--- src/core/acr_pkg.sv ---
// Package: offsets, field positions and carrier types of the capability bank
package acr_pkg;

  // Register byte offsets in the device memory region
  localparam logic [11:0] OFS_QUEUE_CAP = 12'h020;
  localparam logic [11:0] OFS_GROUP_CAP = 12'h030;
  localparam logic [11:0] OFS_ENGINE_CAP = 12'h038;
  localparam logic [11:0] OFS_OP_MASK = 12'h040;
  localparam int OP_MASK_WORDS = 4;
  localparam int WORD_BYTES = 8;
  localparam int CAP_WORDS = 7;

  // work_queue_capabilities fields
  localparam int QCAP_OCC_INT_BIT = 53;
  localparam int QCAP_OCC_RPT_BIT = 52;
  localparam int QCAP_PRIO_BIT = 51;
  localparam int QCAP_DEDICATED_BIT = 49;
  localparam int QCAP_SHARED_BIT = 48;
  localparam int QCAP_COUNT_LSB = 16;
  localparam int QCAP_SIZE_LSB = 0;

  // group_capabilities fields
  localparam int GCAP_GLOBAL_LIMIT_BIT = 17;
  localparam int GCAP_TOKENS_BIT = 16;
  localparam int GCAP_TOKENS_LSB = 8;
  localparam int GCAP_COUNT_LSB = 0;

  // engine_capabilities field
  localparam int ECAP_COUNT_LSB = 0;

  // Reset values
  localparam logic [63:0] RDATA_RESET = 64'h0;
  localparam logic [15:0] OCC_RESET = 16'h0;

  // Register access request from the memory-mapped fabric
  typedef struct packed {
    logic rd;
    logic wr;
    logic [11:0] addr;
    logic [63:0] wdata;
  } acr_req_t;

  // Per-queue configuration fields whose meaning depends on capabilities
  typedef struct packed {
    logic enable;
    logic dedicated;
    logic [3:0] priority_lvl;
    logic [15:0] occ_limit;
    logic occ_int_en;
  } acr_queue_cfg_t;

  // Per-group token fields
  typedef struct packed {
    logic [7:0] tokens_allowed;
    logic [7:0] tokens_reserved;
    logic use_global_limit;
  } acr_group_cfg_t;

endpackage

--- src/core/acr_cap_word.sv ---
// One read-only 64-bit capability word with its own address decode
`timescale 1ns/1ps
module acr_cap_word #(
  parameter logic [11:0] OFFSET = 12'h000,
  parameter logic [63:0] VALUE = 64'h0
) (
  // Clock and reset
  input wire logic clk_in,
  input wire logic reset_n_in,
  // Decode
  input wire logic [11:0] addr_in,
  output logic hit_out,
  output logic [63:0] data_out
);

  logic [63:0] value_r;

  // Constant held in flops so the value is fixed from reset onward
  always_ff @(posedge clk_in or negedge reset_n_in) begin
    if (!reset_n_in) begin
      value_r <= VALUE;
    end else begin
      value_r <= VALUE;
    end
  end

  assign hit_out = (addr_in == OFFSET);
  assign data_out = hit_out ? value_r : 64'h0;

endmodule

--- src/core/acr_capability_regs.sv ---
// Capability register bank of the data-movement accelerator
`timescale 1ns/1ps
module acr_capability_regs #(
  parameter logic OCC_INT_SUPPORTED = 1'b1,
  parameter logic OCC_RPT_SUPPORTED = 1'b1,
  parameter logic PRIO_SUPPORTED = 1'b1,
  parameter logic DEDICATED_SUPPORTED = 1'b1,
  parameter logic SHARED_SUPPORTED = 1'b1,
  parameter logic [15:0] TOTAL_QUEUE_SIZE = 16'h0080,
  parameter logic [7:0] NUM_QUEUES = 8'h08,
  parameter logic GLOBAL_LIMIT_SUPPORTED = 1'b1,
  parameter logic TOKENS_SUPPORTED = 1'b1,
  parameter logic [7:0] TOTAL_TOKENS = 8'h10,
  parameter logic [7:0] NUM_GROUPS = 8'h04,
  parameter logic [7:0] NUM_ENGINES = 8'h04,
  parameter logic [255:0] OP_DEFINED = 256'hffff,
  parameter logic [255:0] OP_SUPPORTED = 256'hffff
) (
  // Clock and reset
  input wire logic clk_in,
  input wire logic reset_n_in,
  // Register access
  input wire acr_pkg::acr_req_t req_in,
  output logic [63:0] rdata_out,
  output logic ack_out,
  // Queue configuration qualification
  input wire acr_pkg::acr_queue_cfg_t queue_cfg_in,
  input wire logic [15:0] queue_fill_in,
  output acr_pkg::acr_queue_cfg_t queue_cfg_eff_out,
  output logic [15:0] queue_occupancy_out,
  output logic queue_mode_err_out,
  // Group configuration qualification
  input wire acr_pkg::acr_group_cfg_t group_cfg_in,
  input wire logic [7:0] global_limit_in,
  output acr_pkg::acr_group_cfg_t group_cfg_eff_out,
  output logic [7:0] global_limit_eff_out
);

  // Undefined opcodes are forced clear whatever the build asks for
  localparam logic [255:0] OP_MASK = OP_SUPPORTED & OP_DEFINED;

  // Unused ranges stay zero because only named fields are ORed in
  localparam logic [63:0] QUEUE_CAP_VAL =
    (64'(OCC_INT_SUPPORTED) << acr_pkg::QCAP_OCC_INT_BIT) |
    (64'(OCC_RPT_SUPPORTED) << acr_pkg::QCAP_OCC_RPT_BIT) |
    (64'(PRIO_SUPPORTED) << acr_pkg::QCAP_PRIO_BIT) |
    (64'(DEDICATED_SUPPORTED) << acr_pkg::QCAP_DEDICATED_BIT) |
    (64'(SHARED_SUPPORTED) << acr_pkg::QCAP_SHARED_BIT) |
    (64'(NUM_QUEUES) << acr_pkg::QCAP_COUNT_LSB) |
    (64'(TOTAL_QUEUE_SIZE) << acr_pkg::QCAP_SIZE_LSB);

  localparam logic [63:0] GROUP_CAP_VAL =
    (64'(GLOBAL_LIMIT_SUPPORTED) << acr_pkg::GCAP_GLOBAL_LIMIT_BIT) |
    (64'(TOKENS_SUPPORTED) << acr_pkg::GCAP_TOKENS_BIT) |
    (64'(TOTAL_TOKENS) << acr_pkg::GCAP_TOKENS_LSB) |
    (64'(NUM_GROUPS) << acr_pkg::GCAP_COUNT_LSB);

  localparam logic [63:0] ENGINE_CAP_VAL = 64'(NUM_ENGINES) << acr_pkg::ECAP_COUNT_LSB;

  localparam logic [63:0] WORD_VAL [acr_pkg::CAP_WORDS] = '{
    QUEUE_CAP_VAL, GROUP_CAP_VAL, ENGINE_CAP_VAL,
    OP_MASK[63:0], OP_MASK[127:64], OP_MASK[191:128], OP_MASK[255:192]};

  localparam logic [11:0] WORD_OFS [acr_pkg::CAP_WORDS] = '{
    acr_pkg::OFS_QUEUE_CAP, acr_pkg::OFS_GROUP_CAP, acr_pkg::OFS_ENGINE_CAP,
    acr_pkg::OFS_OP_MASK, acr_pkg::OFS_OP_MASK + 12'h008,
    acr_pkg::OFS_OP_MASK + 12'h010, acr_pkg::OFS_OP_MASK + 12'h018};

  logic [63:0] word_data [acr_pkg::CAP_WORDS];
  logic [acr_pkg::CAP_WORDS-1:0] word_hit;
  logic [63:0] rd_mux;
  logic [63:0] rdata_nxt;
  logic ack_nxt;

  genvar gi;
  generate
    for (gi = 0; gi < acr_pkg::CAP_WORDS; gi++) begin : g_word
      acr_cap_word #(
        .OFFSET(WORD_OFS[gi]),
        .VALUE(WORD_VAL[gi])
      ) u_word (
        .clk_in(clk_in),
        .reset_n_in(reset_n_in),
        .addr_in(req_in.addr),
        .hit_out(word_hit[gi]),
        .data_out(word_data[gi])
      );
    end
  endgenerate

  // At most one word hits, so an OR tree is the read mux
  always_comb begin
    rd_mux = 64'h0;
    for (int i = 0; i < acr_pkg::CAP_WORDS; i++) begin
      rd_mux = rd_mux | word_data[i];
    end
  end

  // Writes are acknowledged but change nothing; unmapped reads give zero
  assign rdata_nxt = req_in.rd ? rd_mux : acr_pkg::RDATA_RESET;
  assign ack_nxt = req_in.rd | req_in.wr;

  always_ff @(posedge clk_in or negedge reset_n_in) begin
    if (!reset_n_in) begin
      rdata_out <= acr_pkg::RDATA_RESET;
      ack_out <= 1'b0;
    end else begin
      rdata_out <= rdata_nxt;
      ack_out <= ack_nxt;
    end
  end

  // Queue configuration seen by the rest of the device
  acr_pkg::acr_queue_cfg_t queue_cfg_nxt;
  logic [15:0] queue_occ_nxt;
  logic queue_mode_err_nxt;

  always_comb begin
    queue_cfg_nxt = queue_cfg_in;
    if (!OCC_INT_SUPPORTED) begin
      queue_cfg_nxt.occ_limit = 16'h0;
      queue_cfg_nxt.occ_int_en = 1'b0;
    end
    if (!PRIO_SUPPORTED) begin
      queue_cfg_nxt.priority_lvl = 4'h0;
    end
  end

  // Unsupported reporting reads as zero rather than stale data
  assign queue_occ_nxt = OCC_RPT_SUPPORTED ? queue_fill_in : acr_pkg::OCC_RESET;

  // Flags a queue enabled in a mode the build lacks
  assign queue_mode_err_nxt = queue_cfg_in.enable &
    ((queue_cfg_in.dedicated & !DEDICATED_SUPPORTED) |
     (!queue_cfg_in.dedicated & !SHARED_SUPPORTED));

  always_ff @(posedge clk_in or negedge reset_n_in) begin
    if (!reset_n_in) begin
      queue_cfg_eff_out <= '0;
      queue_occupancy_out <= acr_pkg::OCC_RESET;
      queue_mode_err_out <= 1'b0;
    end else begin
      queue_cfg_eff_out <= queue_cfg_nxt;
      queue_occupancy_out <= queue_occ_nxt;
      queue_mode_err_out <= queue_mode_err_nxt;
    end
  end

  // Group token fields seen by the rest of the device
  acr_pkg::acr_group_cfg_t group_cfg_nxt;
  logic [7:0] global_limit_nxt;

  always_comb begin
    group_cfg_nxt = group_cfg_in;
    if (!TOKENS_SUPPORTED) begin
      group_cfg_nxt.tokens_allowed = 8'h00;
      group_cfg_nxt.tokens_reserved = 8'h00;
    end
    if (!GLOBAL_LIMIT_SUPPORTED) begin
      group_cfg_nxt.use_global_limit = 1'b0;
    end
  end

  assign global_limit_nxt = GLOBAL_LIMIT_SUPPORTED ? global_limit_in : 8'h00;

  always_ff @(posedge clk_in or negedge reset_n_in) begin
    if (!reset_n_in) begin
      group_cfg_eff_out <= '0;
      global_limit_eff_out <= 8'h00;
    end else begin
      group_cfg_eff_out <= group_cfg_nxt;
      global_limit_eff_out <= global_limit_nxt;
    end
  end

endmodule

--- config.mk ---
export PLATFORM = sky130hd
export DESIGN_NAME = acr_capability_regs
export DESIGN_NICKNAME = d
export VERILOG_FILES = /design/src/core/acr_pkg.sv /design/src/core/acr_cap_word.sv /design/src/core/acr_capability_regs.sv
export SDC_FILE = /design/constraint.sdc
export NUM_CORES = 1
export LEC_CHECK = 0
export ABC_AREA = 1
export BUFFER_PORTS_ARGS = -buffer_cell sky130_fd_sc_hd__buf_2
export CAP_MARGIN = 10
export CORE_AREA = 2 2 105 107
export DETAILED_ROUTE_END_ITERATION = 8
export DIE_AREA = 0 0 107 109
export PLACE_DENSITY = 0.55
export SLEW_MARGIN = 20
export SYNTH_ARGS = -nofsm -noshare
export SYNTH_HDL_FRONTEND = slang
export SYNTH_SLANG_ARGS = --single-unit
--- constraint.sdc ---
create_clock -name clk_in -period 2.2 [get_ports clk_in]
set_input_delay 0.44 -clock clk_in [delete_from_list [all_inputs] [get_ports clk_in]]
set_output_delay 0.44 -clock clk_in [all_outputs]
set_load 0.01 [all_outputs]
==> qor.csv, run 1 <==
stage,metric,value,unit
run_status,status,"finished, final reports clean",
timing,rsz0062_at_grt,false,
setup_path,crit_cells,1,
clock_network,cts_resized,0,
power,power.share.clock,37.6,%
power,p_total,2600,uW
worst_hold_path,hp-class,input port to async pin,
die,die_x,107,um
setup_path,crit_end,rdata_out[14],
logic_synthesis,synthesis.area,2390,um^2
routing,drt-initial-drc-count,36,
routing,drcViolationCount,0,
setup_path,path_cells,buf_2,
final_layout,syn2layout_area_growth,39.7,%
setup_path,crit_required,1760,ps
place,hpwl,4310,um
global_routing,grt_pass1_wl,7290,um
setup_path,crit_arrival,1000,ps
setup_path,worstSetupEndpointType,output port,
global_routing,antenna_found_initial,0,
final_layout,insertedDiodeCount,0,
final_layout,nFillCells,1084,
setup_path,critical_path_buf_inv_count,1,
logic_synthesis,yosys_warnings,0,
clock_network,post_cts_buffers,0,
global_routing,grt_max_degree,39,
logic_synthesis,synthDistinctLibCells,13,
job,drv_cap,0,
setup_path,cp_top_family,flip-flops,
routing,vias,1592,
clock_network,cts_buffer_depth,2,
place,numPortBuffers,168,
place,place_congestion,0.692,
die,core-area,10600,um^2
final_layout,regArea,1780,um^2
clock_network,htreeDepth,3,
final_layout,multi_input_area,293,um^2
clock_network,clkSlewWorstSetupHoldPaths,80,ps
logic_synthesis,seq_area_frac_synth,74.4,%
power,seqPwrFrac,53.1,%
routing,avgRoutedWirePerCell,10.9,um
routing,via_per_inst,3.35,
setup_path,path_max_fanout,13,
setup_path,path_class,register to output port,
power,p_sw,690,uW
timing,setup_viol,0,
die,start_util,22.5,%
power,p_comb_share,9.4,%
routing,drt_wl_total,5170,um
timing,final_max_slew_viol_count,0,
power,p_int,1910,uW
global_routing,grt_use_total,8.53,%
global_routing,grt_pass1_vias,1438,
setup_path,slowest_delay,490,ps
timing,period_share,65.6,%
power,power_per_cell_area,778,nW/um^2
clock_network,clockRootBuffer,clkbuf_8,
die,dieArea,11700,um^2
power,swShare,26.6,%
logic_synthesis,syn_avg_cell_area,14.3,um^2
power,leakage,0.00189,uW
final_layout,drive_gt1_share,57.9,%
die,io-pin-count,274,
setup_path,start_kind,register,
timing,period_needed,1440,ps
clock_network,cts_hold_buf,0,
routing,first_pass_iters,3,
global_routing,grt_overflow,0,
clock_network,cts_tree,done,
routing,drt.antenna.violating_nets,0,
die,die_y,109,um
die,rows,38,
timing,hold_viol,0,
logic_synthesis,synth_seq_cells,71,
clock_network,cts_buffers,9,
clock_network,cts.sinks,71,
power,vdd_ir_drop_max,286,uV
final_layout,nets,474,
timing,max_freq,693,MHz
timing,totalNegativeSetupSlack,0,ps
logic_synthesis,postSynthCellCount,167,
setup_path,cp-startpoint,rdata_out[15],
setup_path,crit_path_top_delay_cell,dfrtp_1,
-- worst min path at each step --
| stage | from | endpoint | cells past startpoint |
|---|---|---|---|
| final | reset_n_in | queue_occupancy_out[7] | 1 |
| after global routing | reset_n_in | queue_cfg_eff_out[3] | 1 |
| after CTS | reset_n_in | queue_occupancy_out[13] | 1 |
| after detailed placement | reset_n_in | queue_cfg_eff_out[3] | 1 |
| after global placement | reset_n_in | global_limit_eff_out[0] | 1 |
| after floorplan | reset_n_in | ack_out | 0 |
-- synthesized netlist by cell type --
cell type	n	area, um^2
dfrtp_1	71	1780
buf_4	59	443
nor2_1	9	33.8
nand2_1	8	30.0
inv_1	7	26.3
nand3_1	3	15.0
nor2_2	3	18.8
nand2_2	2	12.5
conb_1	1	3.75
nand4_1	1	6.26
nor2_4	1	11.3
o21ai_1	1	5.00
or2_2	1	6.26
-- flip-flops by register name, summed over array words and instances (netlist names) --
name and count:
queue_cfg_eff_out 23, queue_occupancy_out 16, global_limit_eff_out 8, ack_out 1
rdata_out 6, group_cfg_eff_out 17
-- power by group through the flow --
stage / Combinational, uW / Clock (uW) / Sequential (uW)
detailed placement: 249 / 0 / 1400
finish: 243 / 976 / 1380
CTS: 249 / 1030 / 1380
floorplan: 95.6 / 0 / 1440
global route: 271 / 1100 / 1380
global placement: 245 / 0 / 1400
-- cell families after synthesis --
kind of cell,Yosys count,synth area share (%)
flops,71,74.4
simple gates,28,5.61
buf+inv,66,19.6
compound gates,1,0.209
other cells,1,0.157
-- per-layer routing --
layer	global-route usage (%)	vias to the layer above	part of all wire, %	wire, um
met2	14.6	127	49	2520
met4	4.45	0	1.7	86
met1	9.09	729	38	1960
met3	3.41	6	12	606
met5	0	-	0	0
li1	-	730	-	-
-- metrics by stage --
step	cells	cell area, um^2	util [%]	worst slack (ps)	hold WS, ps
6_report	475	3340	31.5	758	48.8
5_1_grt	475	3340	31.5	643	58.7
4_1_cts	475	3340	31.5	711	32.2
3_5_place_dp	459	3150	29.7	1020	413
3_3_place_gp	459	3150	29.7	1030	413
2_1_floorplan	207	2540	-	1040	144
-- area by class of cell --
| class | count | area share [%] |
|---|---|---|
| repair buffers | 171 | 26.2 |
| inverters | 7 | 0.787 |
| multi-input cells | 70 | 8.77 |
| clock inverters | 7 | 1.99 |
| flip-flops and latches | 71 | 53.2 |
| well taps | 140 | 5.25 |
| clock buffers | 9 | 3.71 |
-- cells in the final DEF (no fill, tap or decap) --
master    synthesis  layout
buf_2             0     168
clkbuf_8          0       9
nor2_2            3       3
clkinv_4          0       1
inv_6             0       4
buf_4            59       2
buf_12            0       1
inv_1             7       7
dfrtp_1          71      71
conb_1            1      41
nor2_1            9       9
nand4_1           1       1
inv_8             0       2
o21ai_1           1       1
nand2_2           2       2
nor2_4            1       1
nand3_1           3       3
or2_2             1       1
nand2_1           8       8
No activity file was read; power rests on OpenSTA's default activity.
==> run 2, diff against run 1 <==
- ABC_AREA: 1 -> 0
- CORE_AREA: 2 2 105 107 -> 2 2 107 109
- DIE_AREA: 0 0 107 109 -> 0 0 109 111
- PLACE_DENSITY: 0.55 -> 0.53
- clock period: 2.2 -> 1.46 ns (I/O delays scaled with it)
==> qor.csv, run 2 <==
stage,metric,value,unit
logic_synthesis,yosysMostFrequentCell,dfrtp_1,
place,post-place-cells,444,
clock_network,clkSlewWorstSetupHoldPaths,60,ps
logic_synthesis,synth_xor_area_share,0.372,%
logic_synthesis,synth_compound_area_share,0.850,%
die,start_util,21.3,%
timing,hold_viol,0,
final_layout,multi_input_area,277,um^2
final_layout,largest_reg_flops,23,
final_layout,syn2layout_area_growth,47.4,%
clock_network,clockRootBuffer,clkbuf_16,
logic_synthesis,ys_top_cells_by_count,"dfrtp_1 (71), buf_4 (59), nor4_1 (4)",
die,rows,39,
power,p_total,4910,uW
place,numPortBuffers,168,
logic_synthesis,netlist_top_cells_area,"dfrtp_1 (75%), buf_4 (19%), nor4_1 (1.1%)",
global_routing,grt_pass1_vias,1510,
final_layout,final_core_utilization,31.3,%
global_routing,use_met1,9.33,%
logic_synthesis,syn_avg_cell_area,15.8,um^2
routing,drt_wl_total,5390,um
setup_path,path_class,input port to register,
die,core-area,11100,um^2
place,dp_slack,-194,ps
routing,first_pass_iters,3,
logic_synthesis,synth_ff_type,dfrtp_1,
timing,max_freq,772,MHz
clock_network,htreeDepth,3,
job,drv_cap,0,
power,power_per_cell_area,1420,nW/um^2
final_layout,insertedDiodeCount,0,
routing,drt-initial-drc-count,31,
die,io-pin-count,274,
clock_network,cts_buffer_depth,2,
logic_synthesis,yosys.area_share.simple,3.99,%
timing,setup_viol,0,
setup_path,worstSetupEndpointType,register,
final_layout,reg_top3,"queue_cfg_eff_out: 23 flops, group_cfg_eff_out: 17 flops, queue_occupancy_out: 16 flops",
routing,avgRoutedWirePerCell,11.7,um
timing,fin_hold_ws,65.1,ps
timing,rsz0062_at_grt,false,
timing,final_max_slew_viol_count,0,
timing,period_needed,1300,ps
power,vdd_ir_drop_max,432,uV
worst_hold_path,min_from,queue_cfg_in[9],
logic_synthesis,synth_seq_cells,71,
logic_synthesis,synth_mux_area_share,0,%
worst_hold_path,hold_end,queue_cfg_eff_out[9],
logic_synthesis,synthesis.area,2350,um^2
die,die_y,111,um
logic_synthesis,postSynthCellCount,149,
logic_synthesis,seq_area_frac_synth,75.5,%
final_layout,drive_gt1_share,59.9,%
global_routing,gr-max-usage-layer,met2,
global_routing,grt_overflow,0,
setup_path,start_kind,input port,
logic_synthesis,synthDistinctLibCells,15,
global_routing,grt_pass1_wl,7710,um
worst_hold_path,hold_path_depth,1,
global_routing,grt_max_degree,42,
global_routing,grt_use_met2,14.0,%
clock_network,cts_tree,done,
logic_synthesis,synthAdderAreaFrac,0,%
final_layout,final_cell_mix,"buf_2 (167), dfrtp_1 (71), conb_1 (41)",
logic_synthesis,synth_top_family_by_area,buffers and inverters,
logic_synthesis,synth_edf_count,0,
clock_network,post_cts_buffers,0,
timing,period_share,88.7,%
logic_synthesis,async_flop_share,100,%
final_layout,regArea,1780,um^2
logic_synthesis,synth_top_cell_area_share,75.5,%
run_status,status,"finished, final reports clean",
final_layout,nets,457,
routing,drt.antenna.violating_nets,0,
final_layout,final_common_cell,buf_2,
place,hpwl,4230,um
global_routing,antenna_found_initial,1,
die,die_x,109,um
routing,vias,1561,
worst_hold_path,hp-class,input port to register,
clock_network,cts.sinks,71,
die,dieArea,12100,um^2
logic_synthesis,yosys_warnings,0,
global_routing,grt_use_total,8.83,%
place,place_congestion,0.714,
power,leakage,0.00188,uW
final_layout,nFillCells,1131,
final_layout,fin_cells,460,
setup_path,crit_required,1640,ps
logic_synthesis,yosys.area.top_type,dfrtp_1,
routing,drcViolationCount,0,
routing,via_per_inst,3.39,
global_routing,grt_use_met3,4.06,%
setup_path,crit_arrival,1480,ps
timing,setup_slack,164,ps
setup_path,path_max_fanout,6,
clock_network,cts_buffers,9,
final_layout,regMostFlops,queue_cfg_eff_out,
-- run 2: worst max path at each step --
stage,cells after the start,start,to
after floorplan,3,req_in[66],rdata_out[12]
after global placement,3,req_in[66],rdata_out[17]
after detailed placement,3,req_in[66],rdata_out[17]
after CTS,1,rdata_out[15],rdata_out[5]
after global routing,3,req_in[66],rdata_out[17]
final,3,req_in[66],rdata_out[17]
-- run 2: worst max-delay path: stages --
cell and delay [ps]:
buf_2 90, or4b_1 650, nor4_1 450
-- run 2: area by class of cell --
class                   count  area share, %
clock buffers              10           6.60
clock inverters             5           3.06
well taps                 143           5.16
multi-input cells          57           7.97
flip-flops and latches     71           51.2
repair buffers            174           26.0
-- run 2: cell families (layout without fill, tap and decap cells) --
kind of cell / after synthesis / count (layout)
flip-flops: 71 / 71
buffers and inverters: 61 / 189
AND/OR/NAND/NOR: 13 / 13
AO/OA/AOI/OAI: 2 / 2
other: 1 / 41
XOR/XNOR: 1 / 1
-- run 2: where the power goes --
part / internal [uW] / switching (uW) / total, uW
registers: 2060 / 19.7 / 2080
clock network: 1660 / 800 / 2460
logic: 157 / 214 / 371
-- run 2: per-layer routing --
metal,routed length [um],part of all wire [%]
met3,696,13
met1,1880,35
met4,129,2.4
met5,13,0.24
met2,2670,49
-- run 2: what timing repair did --
item | in CTS | in global routing
endpoints found under the hold margin | 7 | 0
gates resized for setup | 0 | 0
hold buffers | 1 | 0
-- run 2: per-stage QoR --
stage	cell area (um^2)	TNS (ps)
global route	3470	0
CTS	3470	0
floorplan	2500	0
global placement	3130	-597
finish	3470	0
detailed placement	3130	-732
==> run 3, diff against run 2 <==
- clock period: 1.46 -> 1.2 ns (I/O delays scaled with it)
==> qor.csv, run 3 (synthesized netlist as in run 2, its figures left out) <==
stage,metric,value,unit
final_layout,final_cell_mix,"buf_2 (167), dfrtp_1 (70), conb_1 (41)",
timing,rsz0062_at_grt,true,
place,post-place-cells,447,
die,dieArea,12100,um^2
clock_network,post_cts_buffers,0,
global_routing,grt_pass1_wl,7810,um
clock_network,clockRootBuffer,clkbuf_16,
timing,period_needed,1190,ps
die,die_x,109,um
die,start_util,21.3,%
power,power.share.clock,46.9,%
power,p_comb_share,8.9,%
clock_network,cts_buffer_depth,2,
clock_network,cts_buffers,9,
final_layout,drive_gt1_share,59.0,%
final_layout,nets,478,
clock_network,htreeDepth,3,
timing,period_share,98.9,%
power,vdd_ir_drop_max,544,uV
final_layout,regMostFlops,queue_cfg_eff_out,
final_layout,largest_reg_flops,23,
setup_path,crit_required,960,ps
clock_network,cts_tree,done,
routing,first_pass_iters,4,
setup_path,cp_top_family,flip-flops,
final_layout,regArea,1780,um^2
global_routing,grt_use_total,9.02,%
final_layout,syn2layout_area_growth,56.1,%
die,io-pin-count,274,
place,hpwl,4140,um
routing,via_per_inst,3.41,
global_routing,antenna_found_initial,0,
setup_path,slowest_delay,460,ps
clock_network,clkSlewWorstSetupHoldPaths,60,ps
place,numPortBuffers,168,
routing,vias,1644,
routing,avgRoutedWirePerCell,11.4,um
timing,totalNegativeSetupSlack,0,ps
setup_path,critical_path_buf_inv_count,1,
setup_path,cp-startpoint,rdata_out[15],
worst_hold_path,hold_path_depth,1,
global_routing,grt_overflow,0,
global_routing,grt_max_degree,51,
die,core-area,11100,um^2
setup_path,path_cells,buf_2,
setup_path,crit_cells,1,
worst_hold_path,hp-class,input port to register,
setup_path,crit_arrival,950,ps
setup_path,worstSetupEndpointType,output port,
final_layout,final_core_utilization,33.2,%
power,leakage,0.00196,uW
job,drv_cap,0,
timing,setup_viol,0,
power,swShare,23.0,%
final_layout,nFillCells,1137,
place,place_congestion,0.673,
setup_path,start_kind,register,
timing,max_freq,843,MHz
clock_network,cts.sinks,71,
power,power_per_cell_area,1560,nW/um^2
global_routing,grt_pass1_vias,1573,
die,die_y,111,um
run_status,status,"finished, final reports clean",
routing,drt-initial-drc-count,29,
final_layout,insertedDiodeCount,0,
final_layout,fin_cells,482,
final_layout,final_common_cell,buf_2,
setup_path,crit_end,rdata_out[9],
routing,drt.antenna.violating_nets,0,
power,seqPwrFrac,44.2,%
timing,hold_viol,0,
routing,drcViolationCount,0,
setup_path,crit_path_top_delay_cell,dfrtp_2,
power,p_sw,1320,uW
timing,fin_hold_ws,15.6,ps
routing,drt_wl_total,5490,um
timing,final_max_slew_viol_count,0,
setup_path,path_max_fanout,13,
final_layout,multi_input_area,307,um^2
die,rows,39,
final_layout,reg_top3,"queue_cfg_eff_out: 23 flops, group_cfg_eff_out: 17 flops, queue_occupancy_out: 16 flops",
setup_path,path_class,register to output port,
power,p_int,4410,uW
[run 3: final cells by class]
type	count	area share [%]
sequential	71	48.4
timing repair buffer	195	30.1
multi-input combinational	57	8.34
clock buffer	10	6.50
tap	143	4.87
clock inverter	6	1.84
[run 3: what timing repair did]
action,4_1_cts,5_1_grt
resized for setup,1,0
hold buffers,8,11
setup endpoints to repair,13,13
hold endpoints to repair,78,11
[run 3: worst min path at each step]
stage	from	end
finish	queue_fill_in[10]	queue_occupancy_out[10]
global route	queue_cfg_in[11]	queue_cfg_eff_out[11]
CTS	group_cfg_in[16]	group_cfg_eff_out[16]
detailed placement	reset_n_in	global_limit_eff_out[2]
global placement	reset_n_in	queue_cfg_eff_out[12]
floorplan	reset_n_in	ack_out
[run 3: through the flow]
stage	total power, uW	area, um^2	worst slack, ps
2_1_floorplan	2820	2550	-58.1
3_3_place_gp	3030	3180	-232
3_5_place_dp	3050	3180	-208
4_1_cts	5830	3570	-11.1
5_1_grt	6040	3680	-37.1
6_report	5730	3680	13.4
[run 3: power groups by stage]
| stage | Clock (uW) | Combinational [uW] | Sequential (uW) |
|---|---|---|---|
| after CTS | 2810 | 492 | 2530 |
| after floorplan | 0 | 182 | 2640 |
| final | 2690 | 511 | 2530 |
| after global routing | 2930 | 567 | 2540 |
| after global placement | 0 | 462 | 2570 |
| after detailed placement | 0 | 470 | 2580 |
[run 3: routing by layer]
| metal | GRT usage (%) | vias up | routed length (um) |
|---|---|---|---|
| li1 | - | 750 | - |
| met1 | 9.24 | 767 | 1940 |
| met2 | 15.1 | 116 | 2860 |
| met3 | 3.06 | 11 | 544 |
| met4 | 6.41 | 0 | 153 |
| met5 | 0 | - | 0 |
